===== config.mk =====
export PLATFORM = sky130hd
export DESIGN_NAME = pit_timer
export DESIGN_NICKNAME = d
export VERILOG_FILES = /design/src/design/pit_pkg.sv /design/src/design/pit_timer.sv
export SDC_FILE = /design/constraint.sdc
export NUM_CORES = 1
export LEC_CHECK = 0
export BUFFER_PORTS_ARGS = -buffer_cell sky130_fd_sc_hd__buf_2
export CORE_MARGIN = 4
export CORE_UTILIZATION = 60
export CTS_BUF_LIST = sky130_fd_sc_hd__clkbuf_2 sky130_fd_sc_hd__clkbuf_4 sky130_fd_sc_hd__clkbuf_8
export CTS_CLUSTER_SIZE = 10
export DETAILED_ROUTE_END_ITERATION = 12
export GPL_TIMING_DRIVEN = 0
export PLACE_DENSITY = 0.87
export SLEW_MARGIN = 20
export SYNTH_ARGS = -nofsm -noshare
export SYNTH_HDL_FRONTEND = slang
export SYNTH_SLANG_ARGS = --single-unit

===== constraint.sdc =====
create_clock -name REF_CLK -period 5.5 [get_ports REF_CLK]
set_input_delay 0 -clock REF_CLK [delete_from_list [all_inputs] [get_ports REF_CLK]]
set_output_delay 0 -clock REF_CLK [all_outputs]
set_load 0.01 [all_outputs]

===== src/design/pit_pkg.sv =====
// Package for the periodic interrupt timer: register map, field layout,
// reset values. Assumes 32-bit APB with one aligned word per register.
package pit_pkg;
    localparam logic [7:0] ADDR_STATUS_CONTROL = 8'h00;
    localparam logic [7:0] ADDR_COUNT_HIGH = 8'h04;
    localparam logic [7:0] ADDR_COUNT_LOW = 8'h08;
    localparam logic [7:0] ADDR_MODULO_HIGH = 8'h0c;
    localparam logic [7:0] ADDR_MODULO_LOW = 8'h10;
    localparam logic [7:0] ADDR_MODE_CONTROL = 8'h14;
    // Status/control field positions
    localparam int BIT_OVERFLOW_FLAG = 7;
    localparam int BIT_IRQ_ENABLE = 6;
    localparam int BIT_COUNTER_STOP = 5;
    localparam int BIT_COUNTER_RESET = 4;
    localparam int BIT_PRESCALER_MSB = 2;
    // Mode control field positions
    localparam int BIT_WAIT = 0;
    localparam int BIT_STOP = 1;
    localparam int BIT_BREAK = 2;
    localparam int BIT_BREAK_CLEAR = 3;
    localparam logic [15:0] RESET_MODULO = 16'hffff;
    localparam logic [2:0] RESET_PRESCALER = 3'h0;
    localparam logic [5:0] PRESCALER_MAX = 6'h3f;
endpackage


===== src/design/pit_timer.sv =====
// Periodic interrupt timer: 16-bit modulo up-counter with prescaler,
// overflow flag and interrupt. Assumes an APB master on REF_CLK and that
// wait, stop, break and break-clear-enable levels come from outside.
`timescale 1ns/10ps
module pit_timer (
    input wire logic REF_CLK,
    input wire logic RST_N,
    input wire logic PSEL,
    input wire logic PENABLE,
    input wire logic PWRITE,
    input wire logic [7:0] PADDR,
    input wire logic [31:0] PWDATA,
    output logic [31:0] PRDATA,
    output logic PREADY,
    output logic PSLVERR,
    output logic IRQ
);
    // Mode levels held in a register of their own, set by the system
    logic [3:0] mode;
    logic [15:0] count;
    logic [5:0] prescale;
    logic [15:0] modulo;
    logic [7:0] low_latch;
    logic latched;
    logic overflow_flag;
    logic clear_armed;
    logic irq_enable;
    logic counter_stop;
    logic [2:0] prescaler_select;
    logic modulo_inhibit;
    logic [31:0] rdata;
    logic ready;
    logic slverr;
    logic irq;

    logic [3:0] next_mode;
    logic [15:0] next_count;
    logic [5:0] next_prescale;
    logic [15:0] next_modulo;
    logic [7:0] next_low_latch;
    logic next_latched;
    logic next_overflow_flag;
    logic next_clear_armed;
    logic next_irq_enable;
    logic next_counter_stop;
    logic [2:0] next_prescaler_select;
    logic next_modulo_inhibit;
    logic [31:0] next_rdata;
    logic next_ready;
    logic next_slverr;
    logic next_irq;

    logic access;
    logic wr;
    logic rd;
    logic tick;
    logic run;
    logic overflow;
    logic in_wait;
    logic in_break;
    logic flag_clear_ok;

    // Prescaler terminal mask per select code
    function automatic logic [5:0] div_mask(input logic [2:0] sel);
        case (sel)
            3'h0: div_mask = 6'h00;
            3'h1: div_mask = 6'h01;
            3'h2: div_mask = 6'h03;
            3'h3: div_mask = 6'h07;
            3'h4: div_mask = 6'h0f;
            3'h5: div_mask = 6'h1f;
            default: div_mask = pit_pkg::PRESCALER_MAX;
        endcase
    endfunction

    function automatic logic is_addr(input logic [7:0] a,
                                     input logic [7:0] b);
        is_addr = (a == b);
    endfunction

    assign in_wait = mode[pit_pkg::BIT_WAIT];
    assign in_break = mode[pit_pkg::BIT_BREAK];
    assign flag_clear_ok = !in_break || mode[pit_pkg::BIT_BREAK_CLEAR];
    // Mode control stays reachable in wait so the system can leave it
    assign access = PSEL && PENABLE && !ready;
    assign wr = access && PWRITE;
    assign rd = access && !PWRITE;
    // only stop, stop mode and break freeze it
    assign run = !counter_stop && !mode[pit_pkg::BIT_STOP] && !in_break;
    assign tick = run
        && ((prescale & div_mask(prescaler_select)) ==
            div_mask(prescaler_select));
    assign overflow = tick && (count == modulo) && !modulo_inhibit;

    always_comb begin
        logic wait_block;
        logic ctl_write;
        wait_block = 1'b0;
        ctl_write = 1'b0;
        next_mode = mode;
        next_count = count;
        next_prescale = prescale;
        next_modulo = modulo;
        next_low_latch = low_latch;
        next_latched = latched;
        next_overflow_flag = overflow_flag;
        next_clear_armed = clear_armed;
        next_irq_enable = irq_enable;
        next_counter_stop = counter_stop;
        next_prescaler_select = prescaler_select;
        next_modulo_inhibit = modulo_inhibit;
        next_rdata = 32'h0000_0000;
        next_ready = access;
        next_slverr = 1'b0;

        if (run) begin
            next_prescale = tick ? 6'h00 : prescale + 6'h01;
        end
        if (tick) begin
            next_count = (count == modulo) ? 16'h0000 : count + 16'h0001;
        end

        // timer registers refused while processor waits
        wait_block = in_wait
            && !is_addr(PADDR, pit_pkg::ADDR_MODE_CONTROL);
        if (access && wait_block) begin
            next_slverr = 1'b1;
        end else if (rd) begin
            case (PADDR)
                pit_pkg::ADDR_STATUS_CONTROL: begin
                    next_rdata[7:0] = {overflow_flag, irq_enable,
                                       counter_stop, 1'b0, 1'b0,
                                       prescaler_select};
                    if (overflow_flag && flag_clear_ok) begin
                        next_clear_armed = 1'b1;
                    end
                end
                pit_pkg::ADDR_COUNT_HIGH: begin
                    next_rdata[7:0] = count[15:8];
                    if (!latched) begin
                        next_latched = 1'b1;
                        next_low_latch = count[7:0];
                    end
                end
                pit_pkg::ADDR_COUNT_LOW: begin
                    next_rdata[7:0] = latched ? low_latch : count[7:0];
                    next_latched = 1'b0;
                end
                pit_pkg::ADDR_MODULO_HIGH: next_rdata[7:0] = modulo[15:8];
                pit_pkg::ADDR_MODULO_LOW: next_rdata[7:0] = modulo[7:0];
                pit_pkg::ADDR_MODE_CONTROL: next_rdata[3:0] = mode;
                default: next_slverr = 1'b1;
            endcase
        end else if (wr) begin
            case (PADDR)
                pit_pkg::ADDR_STATUS_CONTROL: begin
                    ctl_write = 1'b1;
                    next_irq_enable = PWDATA[pit_pkg::BIT_IRQ_ENABLE];
                    next_counter_stop = PWDATA[pit_pkg::BIT_COUNTER_STOP];
                    next_prescaler_select =
                        PWDATA[pit_pkg::BIT_PRESCALER_MSB:0];
                    if (PWDATA[pit_pkg::BIT_COUNTER_RESET]) begin
                        next_count = 16'h0000;
                        next_prescale = 6'h00;
                        next_latched = 1'b0;
                    end
                end
                pit_pkg::ADDR_MODULO_HIGH: begin
                    next_modulo[15:8] = PWDATA[7:0];
                    next_modulo_inhibit = 1'b1;
                end
                pit_pkg::ADDR_MODULO_LOW: begin
                    next_modulo[7:0] = PWDATA[7:0];
                    next_modulo_inhibit = 1'b0;
                end
                pit_pkg::ADDR_MODE_CONTROL: next_mode = PWDATA[3:0];
                pit_pkg::ADDR_COUNT_HIGH,
                pit_pkg::ADDR_COUNT_LOW: next_slverr = 1'b0;
                default: next_slverr = 1'b1;
            endcase
        end

        // zero write clears only an armed flag
        if (ctl_write && !PWDATA[pit_pkg::BIT_OVERFLOW_FLAG]
            && clear_armed && flag_clear_ok) begin
            next_overflow_flag = 1'b0;
            next_clear_armed = 1'b0;
        end
        if (overflow) begin
            next_overflow_flag = 1'b1;
            next_clear_armed = 1'b0;
        end
        next_irq = next_overflow_flag && next_irq_enable;
    end

    always_ff @(posedge REF_CLK) begin
        if (!RST_N) begin
            mode <= 4'h0;
            count <= 16'h0000;
            prescale <= 6'h00;
            modulo <= pit_pkg::RESET_MODULO;
            low_latch <= 8'h00;
            latched <= 1'b0;
            overflow_flag <= 1'b0;
            clear_armed <= 1'b0;
            irq_enable <= 1'b0;
            counter_stop <= 1'b1;
            prescaler_select <= pit_pkg::RESET_PRESCALER;
            modulo_inhibit <= 1'b0;
            rdata <= 32'h0000_0000;
            ready <= 1'b0;
            slverr <= 1'b0;
            irq <= 1'b0;
        end else begin
            mode <= next_mode;
            count <= next_count;
            prescale <= next_prescale;
            modulo <= next_modulo;
            low_latch <= next_low_latch;
            latched <= next_latched;
            overflow_flag <= next_overflow_flag;
            clear_armed <= next_clear_armed;
            irq_enable <= next_irq_enable;
            counter_stop <= next_counter_stop;
            prescaler_select <= next_prescaler_select;
            modulo_inhibit <= next_modulo_inhibit;
            rdata <= next_rdata;
            ready <= next_ready;
            slverr <= next_slverr;
            irq <= next_irq;
        end
    end

    assign PRDATA = rdata;
    assign PREADY = ready;
    assign PSLVERR = slverr;
    assign IRQ = irq;
endmodule // pit_timer


==> results of run 1 <==
-- cells by family (layout without fill, tap and decap cells) --
group	count (synthesis)	count (layout)	synth area share, %
fa+ha+maj	5	5	1.68
compound gates	62	62	10.8
simple gates	169	169	23.4
xor+xnor	28	28	6.58
flops	70	70	37.6
other cells	1	24	0.101
mux	40	40	10.9
buf+inv	61	115	8.86
-- per-layer routing --
| metal | up-vias | GRT usage, % | share of wire (%) |
|---|---|---|---|
| li1 | 1652 | - | - |
| met1 | 1636 | 32.1 | 40 |
| met2 | 221 | 45.1 | 47 |
| met3 | 53 | 9.51 | 9.4 |
| met4 | 0 | 15.2 | 3.7 |
| met5 | - | 0 | 0 |
-- flip-flops by register name (all words and copies together), names as in the netlist, 3 cells and up --
name and flops:
prescale 6, low_latch 8, count 16, prescaler_select 3
PRDATA 8, modulo 16, mode 4
-- final timing paths --
kind	to	depth (start not counted)
worst min register to register	modulo_inhibit	2
worst min-delay path	latched	3
worst max register to register	prescale[5]	7
worst max-delay path	prescale[5]	7
-- cell type report --
cell class	instances	share of cell area (%)
Multi-Input combinational cell	328	47.4
Sequential cell	70	31.8
Buffer	53	6.82
Timing Repair Buffer	38	5.34
Clock buffer	13	3.78
Tap cell	75	2.13
Clock inverter	3	2.05
Inverter	8	0.682
-- power breakdown --
| group | total [mW] | switching, mW | leakage [nW] | internal, mW |
|---|---|---|---|---|
| clock | 0.528 | 0.192 | 0.131 | 0.336 |
| sequential | 0.508 | 0.000356 | 0.565 | 0.507 |
| combinational | 0.0631 | 0.0368 | 0.989 | 0.0263 |
| total | 1.10 | 0.229 | 1.68 | 0.870 |
-- worst min-delay path, cell delays in order --
cell                      delay [ps]
sky130_fd_sc_hd__buf_2           130
sky130_fd_sc_hd__nor4b_1          60
sky130_fd_sc_hd__nor3_1          130
-- placed cells by master, fill, tap and decap left out, drive strengths merged, types with 16 or more instances in the layout --
cell,n
a21oi,25
buf,58
clkbuf,37
conb,24
dfxtp,70
mux2i,36
nand2,43
nor2,42
nor4,16
xor2,19
-- per-stage QoR --
| stage | util [%] | instances | hold WS, ps | worst slack [ps] | cell area [µm²] |
|---|---|---|---|---|---|
| 6_report | 73.5 | 588 | 22.7 | 2540 | 4400 |
| 5_1_grt | 73.5 | 588 | 32.5 | 2390 | 4400 |
| 4_1_cts | 73.4 | 588 | 9.63 | 2620 | 4400 |
| 3_5_place_dp | 67.6 | 563 | 246 | 2700 | 4050 |
| 3_3_place_gp | 67.6 | 563 | 240 | 2820 | 4050 |
| 2_1_floorplan | - | 459 | 103 | 3040 | 3810 |
-- repair_timing --
action / in CTS / in global routing
resized for setup: 0 / 0
hold buffers: 9 / 0
endpoints found under the setup margin: 0 / 0
endpoints found under the hold margin: 25 / 0
==> results.txt, run 1 <==
The maximum fanout along the worst path was 10. The count of buffers added on input and output ports is 29. The number of buffers and inverters on the critical path is 2, and the number of global-route vias before repair is 3,425. After floorplanning, the core was sized to cover 5990 µm².

The total overflow reported by the global router was 0; the overall power was 1.10 mW. The per-cell via count in the routed design is 6.06, and the diode insertion count for antenna repair is 0. Dividing the detail-routed wire length by the instance count gives 17.8 µm. For the worst setup path, the data arrival time is 3240 ps. The number of search-and-repair iterations in the first detailed-routing pass was 5.

The logs give 360 ps for the later-pin clock latency in the skew report and 70 for the number of clock sinks. The first global-routing pass estimated 16,200 µm of wire. For this design, the slowest cell found on the critical path is sky130_fd_sc_hd__a21oi_1. The die is 86.8 µm wide. The total vias in the final route is 3,562, and the worst-margin pin slew is 999 ps.

The die is 86.8 µm tall. STA classifies the critical path endpoint as a flip-flop. The post-synthesis to final-layout area growth was 18.2%. The area share of the largest cell type after synthesis was 37.6%; the cell count after synthesis was 436.

The synthesized design spends more area on one cell type than any other, namely sky130_fd_sc_hd__dfxtp_1. The achievable clock frequency is 0.338 GHz. The number of buffers between clock root and the deepest sink is 2, and the peak per-stage delay on the critical path is 690 ps.

The number of setup buffers added after CTS is 0. For the starting density of the core, the log shows 62.2%. In the synthesized netlist the async set-or-reset flop fraction comes to 0%. TritonCTS built the clock tree. The die covers 7540 µm².

The post-synthesis register bit count is 70. Traced cell by cell, the critical path runs through or3b_2 > a21oi_1 > or3_1 > clkbuf_2 > clkbuf_1 > nand2_1 > a21oi_1. A synthesized cell averages 8.55 µm².

Summing all multi-input logic gate instances after layout gives 2090 µm². Most instantiated flip-flop cell in the synthesis netlist: sky130_fd_sc_hd__dfxtp_1. The layout has 468 filler cells. After clock tree synthesis, the clock-pin slew on the worst setup and hold paths is 70 ps. Counting instances in the post-synthesis netlist gives the leading cell types as 70 x sky130_fd_sc_hd__dfxtp_1, 43 x sky130_fd_sc_hd__nand2_1, 42 x sky130_fd_sc_hd__nor2_1. The logs give 3 for the count of H-tree levels built during CTS and 0 for the final-report max-slew violation count. The count of nets after finishing came out at 558.

The worst register-to-register path begins at prescaler_select[0]. The run finished with clean final reports. Startpoint of the worst hold path: PWRITE. The logs give 425 for the number of design-rule violations left by the first detailed-router iteration and 5780 ps for the required time at the endpoint of the critical path. In this run the power density over the cells is 250 nW/µm². By instance count, the leading cell after synthesis is sky130_fd_sc_hd__dfxtp_1. The share of cells above drive strength 1 is 16.2%. By area the synthesized netlist is led by sky130_fd_sc_hd__dfxtp_1 38%, sky130_fd_sc_hd__mux2i_1 9.7%, sky130_fd_sc_hd__buf_4 4.8%, sky130_fd_sc_hd__xor2_1 4.5%, sky130_fd_sc_hd__nand2_1 4.3%. The tools report the proportion of synthesized chip area in sequential cells as 37.6%.

The run gives 0 as the number of max-cap violations. Cell occurring most often along the worst timing path: sky130_fd_sc_hd__a21oi_1. The count of nets left with antenna violations once routing finished came out at 0. Yosys mapped a number of flops with a built-in enable equal to 0. The worst relative slew slack came out at 32.9%. The kind of launch point of the worst setup path is a flip-flop. For the global-route total usage across every layer, the log shows 27.8%. The final weighted congestion in routability-driven placement was 0.982; the summed instance area of the synthesized netlist was 3730 µm². The tools report the total routed wirelength as 10,400 µm. The root buffer cell was sky130_fd_sc_hd__clkbuf_8.

The worst vdd rail ir drop was 0.202 mV. After synthesis, the netlist uses 47 different library cells. For flop-to-flop paths, the worst setup slack is 2540 ps.

The tools report the count of endpoints failing hold in the final timing report as 0. The final critical path takes up 53.8% of the cycle. The half-perimeter wire length after placement came out at 7130 µm. Entering global routing, the biggest net connects 12 pins. On the final layout, the worst clock skew is 5.33 ps. The critical path starts at prescaler_select[0]. The tools report the number of top-level design ports as 80. The floorplan has 28 rows.

The kind of cell with the highest combined delay on the critical path is simple AND/OR/NAND/NOR gates. Clock tree synthesis inserted a total of 9 buffers. Setup repair after global routing left no endpoint under its margin. The final number of setup-violating endpoints is 0, and the final period demand of the worst path is 2960 ps.

The number of design rule violations left after detail routing was 0. The critical path class is reg2reg. The Yosys step of the flow raised 0 warnings. The accumulated negative setup slack was 0 ps; the storage element area was 1400 µm². The static leakage came out at 1.68 nW. The run gives 0 as the initial antenna violation count.

The tightest min-delay check is of the in2reg type.
Note: power is estimated with default switching activity, not from simulation.
==> inputs of run 2 (changes only) <==
--- a/config.mk
+++ b/config.mk
@@ -7,12 +7,12 @@
 export LEC_CHECK = 0
 export BUFFER_PORTS_ARGS = -buffer_cell sky130_fd_sc_hd__buf_2
 export CORE_MARGIN = 4
-export CORE_UTILIZATION = 60
+export CORE_UTILIZATION = 57
 export CTS_BUF_LIST = sky130_fd_sc_hd__clkbuf_2 sky130_fd_sc_hd__clkbuf_4 sky130_fd_sc_hd__clkbuf_8
 export CTS_CLUSTER_SIZE = 10
 export DETAILED_ROUTE_END_ITERATION = 12
 export GPL_TIMING_DRIVEN = 0
-export PLACE_DENSITY = 0.87
+export PLACE_DENSITY = 0.83
 export SLEW_MARGIN = 20
 export SYNTH_ARGS = -nofsm -noshare
 export SYNTH_HDL_FRONTEND = slang
==> constraint.sdc (replaced) <==
create_clock -name REF_CLK -period 3 [get_ports REF_CLK]
set_input_delay 0 -clock REF_CLK [delete_from_list [all_inputs] [get_ports REF_CLK]]
set_output_delay 0 -clock REF_CLK [all_outputs]
set_load 0.01 [all_outputs]
==> run 2 against run 1 <==
  * Sequential share of layout area is 0.38 points higher
  * Register-to-register slack worse by 2300 ps
  * Hold slack worse by 8.2 ps
  * Utilization is 5.0 points lower
  * Clock power is 48% higher
  * Final area is 1.2% lower
  * Non-clock buffer count stayed put
  * First-iteration DRC count is 7.8% lower
  * Clock skew is 6.8 ps higher
  * Combinational power is 81% higher
  * Worst setup slack worse by 2300 ps
  * Die area is 4.8% higher
==> results.txt, run 2 (synthesized netlist as in run 1, its figures left out) <==
In this run the number of H-tree levels came out at 3. The layout has 522 filler cells. The static leakage came out at 1.66 nW.

The repair_antennas step left the layout with diodes totalling 0. The final clock skew was 12.1 ps; the number of clock sinks was 70. Measured along the x axis, the die boundary spans 88.9 µm.

TritonCTS built the clock tree. For this design the total switching power over the nets is 0.462 mW. Class of the tightest hold or removal check: in2reg. CTS placed an instance of sky130_fd_sc_hd__clkbuf_8 at the clock tree root.

Measured against its own limit, the worst slew margin works out to 23.9%. The library cells used most frequently in the layout, excluding fill and tap cells, are 70 x sky130_fd_sc_hd__dfxtp_1, 43 x sky130_fd_sc_hd__nand2_1, 42 x sky130_fd_sc_hd__nor2_1, 36 x sky130_fd_sc_hd__mux2i_1, 31 x sky130_fd_sc_hd__buf_2. The count of endpoints failing hold in the final timing report came out at 0. The count of buffers inserted at the top-level ports is 29, and the number of search-and-repair iterations in the first detailed-routing pass is 6. Minimum setup slack after placement: 235 ps. The worst reg2reg path depth came out at 10. The run gives 2090 µm² as the area of the multi-input gates. Final hold analysis gives a worst-case slack of 14.5 ps. Combinational logic is responsible for 6.3% of the overall power.

In this run the worst path has a maximum fanout of 10. The tools report the sequential share of power as 50.9%. The first global-routing pass estimated 16,400 µm of wire. For this configuration, the core starts out at a cell density of 58.7%. After detailed routing, the number of vias per cell comes to 6.07. The congestion estimate from routability-driven global placement came to 0.988.

The logs give 1.83 mW for the overall power and 0 for the number of design rule violations left after detail routing. The buffers inserted during post-CTS setup optimization is 0, and the final period demand of the worst path is 2790 ps. The detailed router finished its first iteration with 392 violations.

In the final routed layout, each cell accounts on average for 17.6 µm. For the pin with the worst max-slew slack, the measured transition is 1130 ps. Once detail routing completed, the nets flagged for antenna violations numbered 0. Adding up every negative setup slack in the final design gives 0 ps. For the final number of setup-violating endpoints, the log shows 0. Number of top-level design ports: 80.

Global routing finished with a remaining overflow of 0. Number of max-cap violations: 0. IR analysis of the VDD net gives a maximum drop of 0.289 mV. The setup check on the worst reg-to-reg path leaves a slack of 210 ps. The endpoint type of the worst setup path was a flip-flop. Cell internal power was estimated by the tool at 1.36 mW. The worst setup path is of the reg2reg kind. The total power density per cell area was 420 nW/µm²; the global-route total usage across every layer was 27.3%. Leaving out fill and tap cells, the most frequent cell in the layout is sky130_fd_sc_hd__dfxtp_1.

Clock-pin slew was measured on the worst setup and hold paths at 90 ps. The flow ran to the end, and the final reports show no timing, DRC or antenna violations. The switching part of the total works out to 25.3%. The final layout contains 558 nets. The total clock buffers created by CTS was 9; the smallest setup slack after layout was 208 ps. The tools report the total vias in the final route as 3,581. The largest registers in the layout are count (16), modulo (16). The final-report max-slew violation count came out at 0. Static timing analysis puts the maximum clock frequency at 0.358 GHz. The tools report the launch point of the critical path as prescaler_select[1]. For the pin count of the biggest net entering global routing, the log shows 14. The area growth from synthesis to layout is 16.8%.

The endpoint identified for the worst register-to-register timing path is count[6]. Later-pin clock latency in the skew report: 360 ps. The startpoint of the lowest-slack register-to-register path is prescaler_select[1].

The logs give 3230 ps for the required time at the endpoint of the critical path and 29 for the number of standard-cell rows in the floorplan. Per report_power, the clock group accounts for 42.8% of the total. The storage element area is 1400 µm². Summed over all layers, the routed wires come to 10,400 µm. The most critical setup path has its endpoint at count[6].

The share of the clock period used by the worst path after layout came out at 93.1%. For the number of buffers between clock root and the deepest sink, the log shows 2. The HPWL after detailed placement is 7160 µm.

The tools report the kind of launch point of the worst setup path as a flip-flop. The number of global-route vias before repair is 3,283, and the critical path data arrival time is 3020 ps. The initial antenna violation count came out at 0.

Setup repair after global routing left no endpoint under its margin. The standard cell core area is 6350 µm², and the die area is 7890 µm². The die height was 88.9 µm. The share of cells above drive strength 1 was 16.6%.
## run 2: cell count changes in the layout (fill, tap and decap cells not counted), sizes merged
cell	before	now
clkinv	0	4
inv	8	9
bufinv	3	1
clkbuf	37	33
clkinvlp	0	1
## run 2: worst min path at each step
stage | start | end | slack, ps | cells past startpoint
6_report | PWRITE | latched | 10 | 3
5_1_grt | PWRITE | latched | 20 | 3
4_1_cts | PWRITE | latched | 4 | 3
3_5_place_dp | PWDATA[5] | modulo[13] | 250 | 3
3_3_place_gp | PWDATA[5] | counter_stop | 240 | 3
2_1_floorplan | PADDR[3] | PRDATA[3] | 100 | 1
## run 2: power by group through the flow
stage / Sequential [mW] / Combinational [mW] / Clock (mW)
2_1_floorplan: 0.952 / 0.0676 / 0
3_3_place_gp: 0.952 / 0.0999 / 0
3_5_place_dp: 0.952 / 0.101 / 0
4_1_cts: 0.930 / 0.110 / 0.787
5_1_grt: 0.930 / 0.124 / 0.830
6_report: 0.930 / 0.114 / 0.781
## run 2: final cells by class
cell class	instances	share of cell area, %
Inverter	8	0.690
Tap cell	77	2.21
Sequential cell	70	32.2
Multi-Input combinational cell	328	48.0
Clock buffer	9	2.85
Buffer	53	6.93
Clock inverter	7	1.70
Timing Repair Buffer	38	5.41
## run 2: repair_timing
action / 4_1_cts / 5_1_grt
hold endpoints to repair: 25 / 0
gates resized for setup: 0 / 3
hold buffers: 9 / 0
endpoints found under the setup margin: 0 / 8
## run 2: routing by layer
layer	vias up	wire [µm]	GRT usage [%]
met5	-	0	0
met4	0	251	9.20
met3	39	1260	8.85
met2	223	4800	43.9
met1	1668	4090	34.6
li1	1651	-	-
## run 2: through the flow
step                      area, µm²  util (%)  instances
after floorplan                3810         -        459
after global placement         4050      63.8        565
after detailed placement       4050      63.8        565
after CTS                      4340      68.4        590
after global routing           4350      68.5        590
final                          4350      68.5        590
## run 2: critical path, stage by stage (launching register included)
cell	delay (ps)
sky130_fd_sc_hd__dfxtp_1	460
sky130_fd_sc_hd__inv_1	100
sky130_fd_sc_hd__ha_1	200
sky130_fd_sc_hd__a21boi_0	120
sky130_fd_sc_hd__a2111o_1	420
sky130_fd_sc_hd__buf_6	150
sky130_fd_sc_hd__or3_1	370
sky130_fd_sc_hd__clkbuf_2	180
sky130_fd_sc_hd__clkbuf_2	250
sky130_fd_sc_hd__a32oi_1	280
sky130_fd_sc_hd__o21ai_0	130
